## src/vbc_defs.svh

```systemverilog
// Offsets, field positions, reset values and counts of the band calibration block
`ifndef VBC_DEFS_SVH
`define VBC_DEFS_SVH

// ----------------------------------------------------------------------
// Word addresses on the register port
// ----------------------------------------------------------------------
`define VBC_ADDR_FREQ 4'h0
`define VBC_ADDR_STAT 4'h1
`define VBC_ADDR_W6 4'h6
`define VBC_ADDR_W7 4'h7
`define VBC_ADDR_W8 4'h8
`define VBC_ADDR_W9 4'h9
`define VBC_ADDR_W12 4'hc

// ----------------------------------------------------------------------
// Field positions
// ----------------------------------------------------------------------
`define VBC_FREQ_MSB 15
`define VBC_MODE_MSB 2
`define VBC_MODE_LSB 0
`define VBC_BIAS_MSB 7
`define VBC_BIAS_LSB 4
`define VBC_SCALE_MSB 21
`define VBC_SCALE_LSB 10
`define VBC_ADJ_BIT 4
`define VBC_DIV_MSB 1
`define VBC_DIV_LSB 0
`define VBC_METH_MSB 1
`define VBC_METH_LSB 0
`define VBC_ST_BUSY 0
`define VBC_ST_DONE 1
`define VBC_ST_ERR 2
`define VBC_ST_BAND_MSB 13
`define VBC_ST_BAND_LSB 8

// ----------------------------------------------------------------------
// Reset values
// ----------------------------------------------------------------------
`define VBC_RST_FREQ 16'h0000
`define VBC_RST_MODE 3'h0
`define VBC_RST_BIAS 4'h8
`define VBC_RST_SCALE 12'h000
`define VBC_RST_DIV 2'h1
`define VBC_RST_METH 2'h1
`define VBC_RST_FIXED 32'h0000_0000
`define VBC_RST_BAND 6'h20

// ----------------------------------------------------------------------
// Codes and counts
// ----------------------------------------------------------------------
`define VBC_MODE_MANUAL 3'h4
`define VBC_METH_LINEAR 2'h1
`define VBC_METH_MIXED 2'h2
`define VBC_BAND_MID 6'h20
`define VBC_BAND_MAX 6'h3f
`define VBC_MIXED_STEP 6'h10
`define VBC_DWELL_AUTO0 12'h020
`define VBC_DWELL_AUTO1 12'h040
`define VBC_DWELL_AUTO2 12'h070
`define VBC_DWELL_AUTO3 12'h090

`endif

```

## src/vbc_pkg.sv

```systemverilog
// Types shared by the band calibration block
package vbc_pkg;

  // Band index over the VCO's 64 bands
  typedef logic [5:0] vbc_band_t;

  // Search sequencer states
  typedef enum logic [1:0] {
    VBC_IDLE,
    VBC_DWELL,
    VBC_DECIDE
  } vbc_state_t;

endpackage : vbc_pkg

```

## src/vbc_band_search.sv

```systemverilog
// Linear or mixed search over VCO bands, timed by the calibration tick
`timescale 1ns/1ps
`default_nettype none
`include "vbc_defs.svh"

module vbc_band_search (
  // Clock and reset
  input wire logic ref_clk_i,
  input wire logic resetn_i,
  // Control
  input wire logic start_i,
  input wire logic mixed_i,
  input wire logic [11:0] dwell_i,
  input wire logic tick_i,
  input wire logic vco_slow_i,
  // Results
  output vbc_pkg::vbc_band_t band_o,
  output logic busy_o,
  output logic done_o
);

  vbc_pkg::vbc_state_t state, next_state; // Sequencer
  vbc_pkg::vbc_band_t next_band;
  logic [5:0] step, next_step; // Current stride
  logic dir_up, next_dir_up; // Last linear direction
  logic first, next_first; // No linear step taken yet
  logic [11:0] cnt, next_cnt; // Ticks in this trial
  logic next_done;

  // ----------------------------------------------------------------------
  // Next state; a new start always restarts the search
  // ----------------------------------------------------------------------
  always_comb begin
    next_state = state;
    next_band = band_o;
    next_step = step;
    next_dir_up = dir_up;
    next_first = first;
    next_cnt = cnt;
    next_done = 1'b0;
    if (start_i) begin
      next_state = vbc_pkg::VBC_DWELL;
      next_cnt = 12'h000;
      next_first = 1'b1;
      // Mixed begins mid range with a wide stride
      next_band = mixed_i ? `VBC_BAND_MID : band_o;
      next_step = mixed_i ? `VBC_MIXED_STEP : 6'h01;
    end else begin
      unique case (state)
        vbc_pkg::VBC_IDLE: begin
          next_state = vbc_pkg::VBC_IDLE;
        end
        vbc_pkg::VBC_DWELL: begin
          // Trial length counted in timebase ticks
          if (tick_i) begin
            if (cnt + 12'h001 >= dwell_i) begin
              next_cnt = 12'h000;
              next_state = vbc_pkg::VBC_DECIDE;
            end else begin
              next_cnt = cnt + 12'h001;
            end
          end
        end
        vbc_pkg::VBC_DECIDE: begin
          next_state = vbc_pkg::VBC_DWELL;
          if (step != 6'h01) begin
            // Halving phase, then linear finish
            next_band = vco_slow_i ? band_o + step : band_o - step;
            next_step = step >> 1;
          end else if ((!first && (vco_slow_i != dir_up)) ||
                       (vco_slow_i && band_o == `VBC_BAND_MAX) ||
                       (!vco_slow_i && band_o == 6'h00)) begin
            // Direction flipped or range end: band found
            next_state = vbc_pkg::VBC_IDLE;
            next_done = 1'b1;
          end else begin
            // One band at a time
            next_band = vco_slow_i ? band_o + 6'h01 : band_o - 6'h01;
            next_dir_up = vco_slow_i;
            next_first = 1'b0;
          end
        end
        default: next_state = vbc_pkg::VBC_IDLE;
      endcase
    end
  end

  assign busy_o = (state != vbc_pkg::VBC_IDLE);

  // Registers only
  always_ff @(posedge ref_clk_i or negedge resetn_i) begin
    if (!resetn_i) begin
      state <= vbc_pkg::VBC_IDLE;
      band_o <= `VBC_RST_BAND;
      step <= 6'h01;
      dir_up <= 1'b0;
      first <= 1'b1;
      cnt <= 12'h000;
      done_o <= 1'b0;
    end else begin
      state <= next_state;
      band_o <= next_band;
      step <= next_step;
      dir_up <= next_dir_up;
      first <= next_first;
      cnt <= next_cnt;
      done_o <= next_done;
    end
  end

endmodule : vbc_band_search
`default_nettype wire

```

## src/vbc_ref_div.sv

```systemverilog
// Reference divider forming the calibration timebase tick
`timescale 1ns/1ps
`default_nettype none
`include "vbc_defs.svh"

module vbc_ref_div (
  // Clock and reset
  input wire logic ref_clk_i,
  input wire logic resetn_i,
  // Control
  input wire logic [1:0] div_code_i,
  // Timebase
  output logic tick_o
);

  logic [2:0] cnt; // Free running reference count
  logic [2:0] next_cnt;
  logic next_tick;

  // ----------------------------------------------------------------------
  // Divide by 2, 4 or 8; code 0 gives no tick at all
  // ----------------------------------------------------------------------
  // Runs on its own count, untouched by any loop divider setting
  always_comb begin
    next_cnt = cnt + 3'h1;
    unique case (div_code_i)
      2'h1: next_tick = (cnt[0] == 1'b1);
      2'h2: next_tick = (cnt[1:0] == 2'h3);
      2'h3: next_tick = (cnt == 3'h7);
      default: next_tick = 1'b0;
    endcase
  end

  // Registers only
  always_ff @(posedge ref_clk_i or negedge resetn_i) begin
    if (!resetn_i) begin
      cnt <= 3'h0;
      tick_o <= 1'b0;
    end else begin
      cnt <= next_cnt;
      tick_o <= next_tick;
    end
  end

endmodule : vbc_ref_div
`default_nettype wire

```

## src/vbc_top.sv

```systemverilog
// VCO band calibration configuration registers and sequencing
//
// Operation
// - Mode code 4 manual; 5 to 7 reserved
// - Auto codes 0-3 match reference frequency ranges
// - Timebase is reference divided by 2/4/8
// - Calibration divider independent of loop dividers
// - Scale in word seven 21:10, adjust bit 4
// - Adjust bit only manual above 40 MHz
// - Linear search steps bands one at a time
// - Mixed search halves first, then linear finish
`timescale 1ns/1ps
`default_nettype none
`include "vbc_defs.svh"

module vbc_top (
  // Clock and reset
  input wire logic ref_clk_i,
  input wire logic resetn_i,
  // Register port
  input wire logic [3:0] addr_i,
  input wire logic [31:0] wdata_i,
  input wire logic wr_i,
  input wire logic rd_i,
  output logic [31:0] rdata_o,
  // VCO band comparator
  input wire logic vco_slow_i,
  // Calibration results and settings
  output vbc_pkg::vbc_band_t band_o,
  output logic cal_busy_o,
  output logic cal_done_o,
  output logic [3:0] vco_bias_o,
  output logic [15:0] freq_word_o
);

  // ----------------------------------------------------------------------
  // Configuration state
  // ----------------------------------------------------------------------
  logic [2:0] ref_mode_select, next_ref_mode_select; // Reference mode code
  logic [3:0] vco_bias_select, next_vco_bias_select; // Phase noise bias
  logic [11:0] manual_ref_scale, next_manual_ref_scale; // Manual scale
  logic manual_ref_adjust, next_manual_ref_adjust; // Manual timing adjust
  logic [1:0] cal_ref_divider, next_cal_ref_divider; // Timebase divider
  logic [1:0] search_method, next_search_method; // Linear or mixed
  logic [31:0] fixed_word9, next_fixed_word9; // Fixed content word
  logic [31:0] fixed_word12, next_fixed_word12; // Fixed content word

  // Outputs, status and strobes
  logic [15:0] next_freq_word;
  logic done_flag, next_done_flag; // Sticky completion
  logic cfg_error, next_cfg_error; // Last start refused
  logic cal_start, next_cal_start; // One cycle start to the search
  logic [31:0] next_rdata;

  // ----------------------------------------------------------------------
  // Derived control
  // ----------------------------------------------------------------------
  // Legality of the stored codes
  logic mode_ok; // Mode code selects something
  logic div_ok; // Divider code not reserved
  logic method_ok; // Search code not reserved

  // Trial timing
  logic [11:0] dwell; // Ticks per search trial
  logic [12:0] scale_adj; // Manual scale with adjust applied

  // Engine handshake
  logic tick; // Calibration timebase
  logic srch_busy;
  logic srch_done;
  logic freq_wr; // Frequency load strobe

  // Reserved mode codes select nothing and block a start
  assign mode_ok = (ref_mode_select <= `VBC_MODE_MANUAL);
  assign div_ok = (cal_ref_divider != 2'h0);

  // Reserved search codes are refused rather than guessed at
  assign method_ok = (search_method == `VBC_METH_LINEAR) ||
                     (search_method == `VBC_METH_MIXED);

  // Only a frequency write starts a search
  assign freq_wr = wr_i && (addr_i == `VBC_ADDR_FREQ);

  // ----------------------------------------------------------------------
  // Trial length from the reference mode
  // ----------------------------------------------------------------------
  // Adjust bit stretches each manual trial by half again; a longer
  // trial trades lock time for margin on fast references
  always_comb begin
    // Manual scale, optionally stretched
    scale_adj = {1'b0, manual_ref_scale};
    if (manual_ref_adjust) begin
      scale_adj = {1'b0, manual_ref_scale} + {2'b00, manual_ref_scale[11:1]};
    end

    // Fixed lengths in the automatic modes
    unique case (ref_mode_select)
      3'h0: dwell = `VBC_DWELL_AUTO0;
      3'h1: dwell = `VBC_DWELL_AUTO1;
      3'h2: dwell = `VBC_DWELL_AUTO2;
      3'h3: dwell = `VBC_DWELL_AUTO3;
      3'h4: begin
        // Manual mode uses software scale; saturate, never zero
        if (scale_adj[12]) begin
          dwell = 12'hfff;
        end else if (scale_adj[11:0] == 12'h000) begin
          dwell = 12'h001;
        end else begin
          dwell = scale_adj[11:0];
        end
      end
      // Codes 5 to 7
      default: dwell = 12'h001; // Reserved, start is refused anyway
    endcase
  end

  // ----------------------------------------------------------------------
  // Register writes and calibration start
  // ----------------------------------------------------------------------
  always_comb begin
    next_ref_mode_select = ref_mode_select;
    next_vco_bias_select = vco_bias_select;
    next_manual_ref_scale = manual_ref_scale;
    next_manual_ref_adjust = manual_ref_adjust;
    next_cal_ref_divider = cal_ref_divider;
    next_search_method = search_method;
    next_fixed_word9 = fixed_word9;
    next_fixed_word12 = fixed_word12;
    // Outputs and status hold unless told
    next_freq_word = freq_word_o;
    next_cfg_error = cfg_error;
    next_cal_start = 1'b0;
    next_done_flag = done_flag;

    // Stores follow the strobe
    if (wr_i) begin
      unique case (addr_i)
        `VBC_ADDR_FREQ: begin
          // Low half only; upper bits ignored
          next_freq_word = wdata_i[`VBC_FREQ_MSB:0];
        end
        `VBC_ADDR_W6: begin
          // Bias code is stored as given; software owns its choice
          next_ref_mode_select = wdata_i[`VBC_MODE_MSB:`VBC_MODE_LSB];
          next_vco_bias_select = wdata_i[`VBC_BIAS_MSB:`VBC_BIAS_LSB];
        end
        `VBC_ADDR_W7: begin
          // Scale, adjust and divider share a word
          next_manual_ref_scale = wdata_i[`VBC_SCALE_MSB:`VBC_SCALE_LSB];
          next_manual_ref_adjust = wdata_i[`VBC_ADJ_BIT];
          next_cal_ref_divider = wdata_i[`VBC_DIV_MSB:`VBC_DIV_LSB];
        end
        `VBC_ADDR_W8: begin
          // Reserved codes kept; refused at start
          next_search_method = wdata_i[`VBC_METH_MSB:`VBC_METH_LSB];
        end
        `VBC_ADDR_W9: begin
          // Kept whole for readback
          next_fixed_word9 = wdata_i;
        end
        `VBC_ADDR_W12: begin
          // Kept whole for readback
          next_fixed_word12 = wdata_i;
        end
        default: begin
          // Unmapped or read-only: write ignored
        end
      endcase
    end

    // A new frequency kicks off calibration if settings are legal
    if (freq_wr) begin
      if (mode_ok && div_ok && method_ok) begin
        next_cal_start = 1'b1;
        next_cfg_error = 1'b0;
        next_done_flag = 1'b0;
      end else begin
        next_cfg_error = 1'b1;
      end
    end

    // Completion sets over any clear in the same cycle
    if (srch_done) begin
      next_done_flag = 1'b1;
    end
  end

  // ----------------------------------------------------------------------
  // Read data, valid the cycle after the strobe only
  // ----------------------------------------------------------------------
  always_comb begin
    // Idle reads return zero
    next_rdata = 32'h0000_0000;
    if (rd_i) begin
      unique case (addr_i)
        `VBC_ADDR_FREQ: next_rdata[`VBC_FREQ_MSB:0] = freq_word_o;
        `VBC_ADDR_STAT: begin
          // Busy covers the start pulse too
          next_rdata[`VBC_ST_BUSY] = srch_busy | cal_start;
          next_rdata[`VBC_ST_DONE] = done_flag;
          next_rdata[`VBC_ST_ERR] = cfg_error;
          next_rdata[`VBC_ST_BAND_MSB:`VBC_ST_BAND_LSB] = band_o;
        end
        `VBC_ADDR_W6: begin
          // Mode and bias
          next_rdata[`VBC_MODE_MSB:`VBC_MODE_LSB] = ref_mode_select;
          next_rdata[`VBC_BIAS_MSB:`VBC_BIAS_LSB] = vco_bias_select;
        end
        `VBC_ADDR_W7: begin
          // Same layout as the write
          next_rdata[`VBC_SCALE_MSB:`VBC_SCALE_LSB] = manual_ref_scale;
          next_rdata[`VBC_ADJ_BIT] = manual_ref_adjust;
          next_rdata[`VBC_DIV_MSB:`VBC_DIV_LSB] = cal_ref_divider;
        end
        `VBC_ADDR_W8: next_rdata[`VBC_METH_MSB:`VBC_METH_LSB] = search_method;
        `VBC_ADDR_W9: next_rdata = fixed_word9;
        `VBC_ADDR_W12: next_rdata = fixed_word12;
        default: next_rdata = 32'h0000_0000; // Unmapped reads zero
      endcase
    end
  end

  // ----------------------------------------------------------------------
  // State registers
  // ----------------------------------------------------------------------
  always_ff @(posedge ref_clk_i or negedge resetn_i) begin
    if (!resetn_i) begin
      // Settings to power-up values
      ref_mode_select <= `VBC_RST_MODE;
      vco_bias_select <= `VBC_RST_BIAS;
      manual_ref_scale <= `VBC_RST_SCALE;
      manual_ref_adjust <= 1'b0;
      cal_ref_divider <= `VBC_RST_DIV;
      search_method <= `VBC_RST_METH;
      // Fixed words cleared until loaded
      fixed_word9 <= `VBC_RST_FIXED;
      fixed_word12 <= `VBC_RST_FIXED;
      // Outputs, status and strobes idle
      freq_word_o <= `VBC_RST_FREQ;
      cfg_error <= 1'b0;
      cal_start <= 1'b0;
      done_flag <= 1'b0;
      rdata_o <= 32'h0000_0000;
    end else begin
      // Settings
      ref_mode_select <= next_ref_mode_select;
      vco_bias_select <= next_vco_bias_select;
      manual_ref_scale <= next_manual_ref_scale;
      manual_ref_adjust <= next_manual_ref_adjust;
      cal_ref_divider <= next_cal_ref_divider;
      search_method <= next_search_method;
      // Fixed words
      fixed_word9 <= next_fixed_word9;
      fixed_word12 <= next_fixed_word12;
      // Outputs and status
      freq_word_o <= next_freq_word;
      cfg_error <= next_cfg_error;
      cal_start <= next_cal_start;
      done_flag <= next_done_flag;
      rdata_o <= next_rdata;
    end
  end

  // ----------------------------------------------------------------------
  // Timebase and search engine
  // ----------------------------------------------------------------------
  // Divider changes mid calibration take effect at once; software
  // should not touch it while busy
  vbc_ref_div u_div (
    .ref_clk_i(ref_clk_i),
    .resetn_i(resetn_i),
    .div_code_i(cal_ref_divider),
    .tick_o(tick)
  );

  // A start while busy restarts the search
  vbc_band_search u_search (
    .ref_clk_i(ref_clk_i),
    .resetn_i(resetn_i),
    .start_i(cal_start),
    .mixed_i(search_method == `VBC_METH_MIXED),
    .dwell_i(dwell),
    .tick_i(tick),
    .vco_slow_i(vco_slow_i),
    .band_o(band_o),
    .busy_o(srch_busy),
    .done_o(srch_done)
  );

  // Settings and results to the analog side
  assign vco_bias_o = vco_bias_select;
  // Busy covers the registered start pulse
  assign cal_busy_o = srch_busy | cal_start;
  assign cal_done_o = srch_done;

endmodule : vbc_top
`default_nettype wire

```

## config.mk

```make
export PLATFORM = sky130hd
export DESIGN_NAME = vbc_top
export DESIGN_NICKNAME = d
export VERILOG_FILES = /design/src/vbc_pkg.sv /design/src/vbc_band_search.sv /design/src/vbc_ref_div.sv /design/src/vbc_top.sv
export VERILOG_INCLUDE_DIRS = /design/src /design/src/src
export SDC_FILE = /design/constraint.sdc
export NUM_CORES = 1
export LEC_CHECK = 0
export ABC_AREA = 0
export BUFFER_PORTS_ARGS = -buffer_cell sky130_fd_sc_hd__buf_2
export CAP_MARGIN = 25
export CORE_MARGIN = 2
export CORE_UTILIZATION = 57
export CTS_BUF_LIST = sky130_fd_sc_hd__clkbuf_8
export DETAILED_ROUTE_END_ITERATION = 6
export HOLD_SLACK_MARGIN = 0.08
export PLACE_DENSITY = 0.88
export SETUP_SLACK_MARGIN = 0.2
export SLEW_MARGIN = 10
export SYNTH_ARGS = -nofsm -noshare
export SYNTH_HDL_FRONTEND = slang
export SYNTH_SLANG_ARGS = --single-unit
export TNS_END_PERCENT = 10
```

## constraint.sdc

```tcl
create_clock -name ref_clk_i -period 7.1 [get_ports ref_clk_i]
set_input_delay 1.42 -clock ref_clk_i [delete_from_list [all_inputs] [get_ports ref_clk_i]]
set_output_delay 1.42 -clock ref_clk_i [all_outputs]
set_load 0.03 [all_outputs]
```

# Word-level counts from Yosys, hierarchy flattened
# Index checks and enable logic that the tools add are counted.
[word_totals]
regBits = 172
in_bits = 41
output_inout_bits = 60
[classes]
muxes = 51
n_reduce_logical = 36
bitwise_logic = 4
n_eq_ne = 28
order_cmp = 2
addsub = 7
[op_table]
columns = ["operator", "n"]
rows = [
  ["12-bit 2-to-1 mux", 6],
  ["6-bit 2-to-1 mux", 10],
  ["12-bit one-hot mux with 5 select lines", 1],
  ["32-bit 2-to-1 mux", 1],
  ["10-bit one-hot mux with 2 select lines", 1],
  ["4-bit one-hot mux with 5 select lines", 1],
  ["2-bit AND reduction", 10],
  ["6-bit one-hot mux with 3 select lines", 1],
  ["2-bit one-hot mux with 4 select lines", 2],
  ["2-bit nonzero test", 8],
  ["1-bit 2-to-1 mux", 15],
  ["2-bit one-hot mux with 7 select lines", 1],
  ["12-bit by 11-bit adder with 13-bit output", 1],
  ["13-bit 2-to-1 mux", 1],
  ["12-bit by 1-bit adder with 12-bit output, second input constant", 1],
  ["4-bit == test, second input constant", 3],
  ["12-bit >= comparator", 1],
  ["12-bit zero test", 1],
  ["3-bit one-hot mux with 4 select lines", 1],
  ["2-bit == test, second input constant", 5],
  ["1-bit one-hot mux with 5 select lines", 2],
  ["4-bit by 3-bit == test with 1-bit output, second input constant", 2],
  ["2-bit 2-to-1 mux", 4],
  ["6-bit by 1-bit adder with 6-bit output, second input constant", 1],
  ["other kinds (30)", 48],
]

# Depth between registers and ports, before layout
[depth]
word_depth = 11
depth_mapped = 18
ltp_nobuf = 17

# By module
# From an unflattened synthesis, not the netlist that was laid out.
[hier_totals]
hier_cells = 759
area_unflattened_um2 = 8620.8
[modules_own_cells]
columns = ["mod", "area_each_um2", "instances", "cells_per_inst"]
rows = [
  ["vbc_top", 6428.7, 1, 516],
  ["vbc_band_search", 2039.5, 1, 233],
  ["vbc_ref_div", 152.6, 1, 10],
]

# Worst setup path after synthesis
# OpenSTA, ideal clock, no wires.
[synth_timing]
path_type = "reg2reg"
start = "register manual_ref_scale[1]"
end = "register u_search.cnt[4]"
setup_ps = 64
t_arrival_ps = 3948
path_slack_ps = 3088
stages_incl_launch_ff = 19
required_time_ps = 7036
cell_sequence = "dfrtp_1 -> ha_1 -> fa_1 -> a211oi_1 -> o21ai_0 -> a21boi_2 -> nor2b_1 -> o21a_1 -> o41ai_1 -> o31ai_1 -> ha_1 -> nand2b_1 -> a21oi_1 -> o21ai_0 -> a221o_1 -> or2_1 -> buf_2 -> nor3b_1 -> a21o_1"
[synth_between]
elab_chain_cells = 11
[synth_lines]
columns = ["item", "line", "text"]
rows = [
  ["start, declared", "vbc_top.sv:41", "logic [11:0] manual_ref_scale, next_manual_ref_scale;"],
  ["start signal, assigned", "vbc_top.sv:231", "manual_ref_scale <= `VBC_RST_SCALE;"],
  ["start signal, assigned", "vbc_top.sv:248", "manual_ref_scale <= next_manual_ref_scale;"],
  ["12-bit by 11-bit adder with 13-bit output", "vbc_top.sv:93", "scale_adj = {1'b0, manual_ref_scale} + {2'b00, manual_ref_scale[11:1]};"],
  ["13-bit 2-to-1 mux *", "vbc_top.sv:92", "if (manual_ref_adjust) begin"],
  ["12-bit zero test", "vbc_top.sv:106", "end else if (scale_adj[11:0] == 12'h000) begin"],
  ["12-bit 2-to-1 mux", "vbc_top.sv:106", ""],
  ["12-bit 2-to-1 mux *", "vbc_top.sv:104", "if (scale_adj[12]) begin"],
  ["12-bit one-hot mux with 5 select lines *", "vbc_top.sv:97", "unique case (ref_mode_select)"],
  ["12-bit >= comparator *", "vbc_band_search.sv:56", "if (cnt + 12'h001 >= dwell_i) begin"],
  ["12-bit 2-to-1 mux *", "vbc_band_search.sv:56", ""],
  ["12-bit 2-to-1 mux *", "vbc_band_search.sv:55", "if (tick_i) begin"],
  ["12-bit 2-to-1 mux *", "vbc_band_search.sv:49", "unique case (state)"],
  ["12-bit 2-to-1 mux *", "vbc_band_search.sv:41", "if (start_i) begin"],
  ["end signal, assigned", "vbc_band_search.sv:106", "cnt <= next_cnt;"],
  ["end, declared", "vbc_band_search.sv:27", "logic [11:0] cnt, next_cnt;"],
]
# Mark *: on every way between the ends. The rest lies on a longest branch, timed or not. The select of a mux whose other input is x is not followed.
# A chain may end at the register's enable or synchronous reset.

# Final worst setup path
[layout_timing]
start = "register manual_ref_scale[1]"
end = "register u_search.cnt[2]"
# The elaborated chain is that of the path after synthesis.

==> reports/qor.csv <==
metric,value,unit
result_of_the_run,"finished, final reports clean",
ys.warnings.count,0,
layout-drive-gt1-share,31.58,%
detail_route.first_pass.iterations,6,
final.setup.tns,0,ns
overflow,0,
crit_buf_inv,0,
finish.net_count,920,
multi_input_comb_area,4079,µm²
final.fill_count,1040,
worst_slew_pin_slew,0.9128,ns
timing.critical_path.slowest_cell_delay,0.49,ns
place_hpwl,13.48,mm
hp-class,reg2reg,
final.period_utilization,63.34,%
dieArea,16010,µm²
io-pin-count,101,
yosys_register_bits,171,
post_drt_wl_per_cell,19.77,µm
static_leakage,4.555,nW
starting_utilization_of_the_core_area,58.67,%
h-tree-depth,4,
timing.fmax,222.3,MHz
critical_path.slowest_cell,sky130_fd_sc_hd__dfrtp_1,
grt_pass1_vias,6425,
numPortBuffers,100,
path_max_fanout,12,
drtAntennaViolNets,0,
layout_skew,0.01486,ns
post_cts_hold_buffer_count,0,
ys.flop_type,sky130_fd_sc_hd__dfrtp_1,
regToRegSetupSlack,2.60,ns
maxSlewHeadroom,39.01,%
design.core.area,14590,µm²
globalplace.congestion,0.9368,
first_iter_violations,600,
vias_per_cell,6.252,
die_h,126.5,µm
totalWireLength,20.56,mm
postCtsResizedCells,0,
syn_to_final_growth,13.26,%
most-common-layout-cells,"165 x sky130_fd_sc_hd__dfrtp_1, 109 x sky130_fd_sc_hd__mux2_2, 99 x sky130_fd_sc_hd__buf_2",
critPathArrivalTime,4.92,ns
required,7.52,ns
cts-buffers-inserted,17,
avgSynthCellArea,11.43,µm²
worst_path_most_repeated_cell,sky130_fd_sc_hd__o21ai_0,
timing_hold_violations_final,0,
tritoncts_clock_tree,built,
synth.lib_cells_used.distinct,61,
tritoncts_num_sinks,171,
gate_count_of_the_mapped_netlist,749,
max_cap_violations,0,
power-per-cell-area,309.8,nW/µm²
post-cts-setup-buffers,0,
grt_first_pass_wirelength,33.03,mm
ys_seq_area_share,50.08,%
synth_async_sr_flop_share,100.0,%
clock_path_buffers,2,
grtUsageTotal,26.21,%
mappedNetlistArea,8559,µm²
worst_ir_drop_vdd,0.2263,mV
layout.cells.most_common,sky130_fd_sc_hd__dfrtp_1,
final_period_minus_worst_setup_slack,4.497,ns
finish.cell_count_without_fillers,1040,
drv_slew,0,
clock_tree.root_cell,sky130_fd_sc_hd__clkbuf_8,
kind_of_cell_adding_the_most_delay_to_the_critical_path,compound AO/OA/AOI/OAI gates,
synth-edff-count,0,
end_kind,flop,
dp_cells,1006,
path_clk_slew,0.10,ns
vias,6502,
grt_max_degree,111,
rows,44,
die_width,126.5,µm
setup-violations-final,0,
rsz0062_at_grt,false,
ff_latch_area,4287,µm²
timing_worst_setup_path_type,reg2reg,
mappedNetlistNets,827,
worst_skew_pair.late_latency,0.48,ns
cp_cell_sequence,ha_1 -> fa_1 -> a211oi_1 -> o21ai_0 -> a21boi_2 -> nor2b_1 -> o21a_1 -> o41ai_1 -> o31ai_1 -> ha_1 -> nand2b_1 -> a21oi_1 -> o21ai_0 -> a221o_1 -> or2_1 -> o21ai_0 -> a21o_1,
antenna_found_initial,1,
start_kind,flop,
drcViolationCount,0,
## kinds of logic after synthesis
family          synth area share (%)
compound gates                 14.05
simple gates                   10.14
flops                          50.08
mux                            15.10
buf+inv                        2.485
fa+ha+maj                      5.584
xor+xnor                       2.558
## Yosys cell counts, types with 8 or more instances
cell type	instances	share of area, %
sky130_fd_sc_hd__o21ai_0	37	2.2
sky130_fd_sc_hd__nand2_1	53	2.3
sky130_fd_sc_hd__buf_1	8	0.35
sky130_fd_sc_hd__nor3_1	12	0.70
sky130_fd_sc_hd__a22oi_1	13	1.1
sky130_fd_sc_hd__nor2b_1	19	1.4
sky130_fd_sc_hd__mux2_2	109	14
sky130_fd_sc_hd__inv_1	18	0.79
sky130_fd_sc_hd__a21o_1	13	1.1
sky130_fd_sc_hd__xnor2_1	10	1.0
sky130_fd_sc_hd__a21oi_1	37	2.2
sky130_fd_sc_hd__dfrtp_1	165	48
sky130_fd_sc_hd__clkbuf_1	21	0.92
sky130_fd_sc_hd__a222oi_1	22	2.6
sky130_fd_sc_hd__ha_1	35	5.1
sky130_fd_sc_hd__nand3_1	15	0.88
sky130_fd_sc_hd__xor2_1	15	1.5
sky130_fd_sc_hd__nor2_1	33	1.4
## path summary, 6_finish.rpt
kind                                               end                       startpoint  cells after the start
max in group asynchronous  fixed_word9[17]$_DFFE_PN0P_                         resetn_i                      3
min                             u_div.cnt[0]$_DFF_PN0_           u_div.cnt[0]$_DFF_PN0_                      1
max                        u_search.cnt[2]$_DFFE_PN0P_  manual_ref_scale[1]$_DFFE_PN0P_                     17
min in group asynchronous        rdata_o[31]$_DFF_PN0_                         resetn_i                      1
max reg2reg                u_search.cnt[2]$_DFFE_PN0P_  manual_ref_scale[1]$_DFFE_PN0P_                     17
min reg2reg                     u_div.cnt[0]$_DFF_PN0_           u_div.cnt[0]$_DFF_PN0_                      1
## state kept, by name (all words and copies together), names as in the netlist, 2 cells and up
| name | count |
|---|---|
| freq_word_o | 16 |
| u_search.band_o | 6 |
| search_method | 2 |
| rdata_o | 32 |
| manual_ref_scale | 12 |
| ref_mode_select | 3 |
| cal_ref_divider | 2 |
| u_search.state | 2 |
| u_div.cnt | 3 |
| fixed_word9 | 32 |
| u_search.step | 5 |
| fixed_word12 | 32 |
| vco_bias_o | 4 |
| u_search.cnt | 12 |
## cell type report
cell class | count | area share (%)
inverters | 18 | 0.6970
well taps | 184 | 2.375
clock inverters | 14 | 1.923
repair buffers | 109 | 6.131
clock buffers | 18 | 2.556
flip-flops and latches | 171 | 44.22
diodes | 1 | 0.02581
multi-input cells | 525 | 42.08
## stage by stage
step | setup WS (ns) | hold slack, ns | instance area (µm²) | total power [mW] | util [%]
after floorplan | 3.088 | 0.4216 | 8559 | 1.988 | -
after global placement | 2.844 | 0.4472 | 9230 | 2.202 | 63.27
after detailed placement | 2.691 | 0.4702 | 9230 | 2.251 | 63.27
after CTS | 2.656 | 0.4871 | 9664 | 3.002 | 66.24
after global routing | 2.347 | 0.5000 | 9694 | 3.170 | 66.45
final | 2.603 | 0.4741 | 9694 | 3.003 | 66.45
## where the power goes
| part | switching [mW] | total, mW | internal [mW] | leakage, nW |
|---|---|---|---|---|
| Sequential | 0.186 | 1.34 | 1.15 | 2.17 |
| Combinational | 0.513 | 0.917 | 0.405 | 2.18 |
| Clock | 0.381 | 0.746 | 0.365 | 0.206 |
| Total | 1.08 | 3.00 | 1.92 | 4.56 |
## worst register-to-register path, delay by kind of cell, from the launching register on
family | cells | cell delay (ns)
and+or+nand+nor | 3 | 0.60
DFF | 1 | 0.49
adders and majority gates | 3 | 1.01
AOI/OAI and AO/OA | 11 | 2.37
## layer usage
metal	routed length (µm)	global-route usage [%]
met5	0	0
met4	620	12.41
met3	1233	4.386
met2	10230	42.81
met1	8475	34.35
Power figures use the tool's default switching activity.
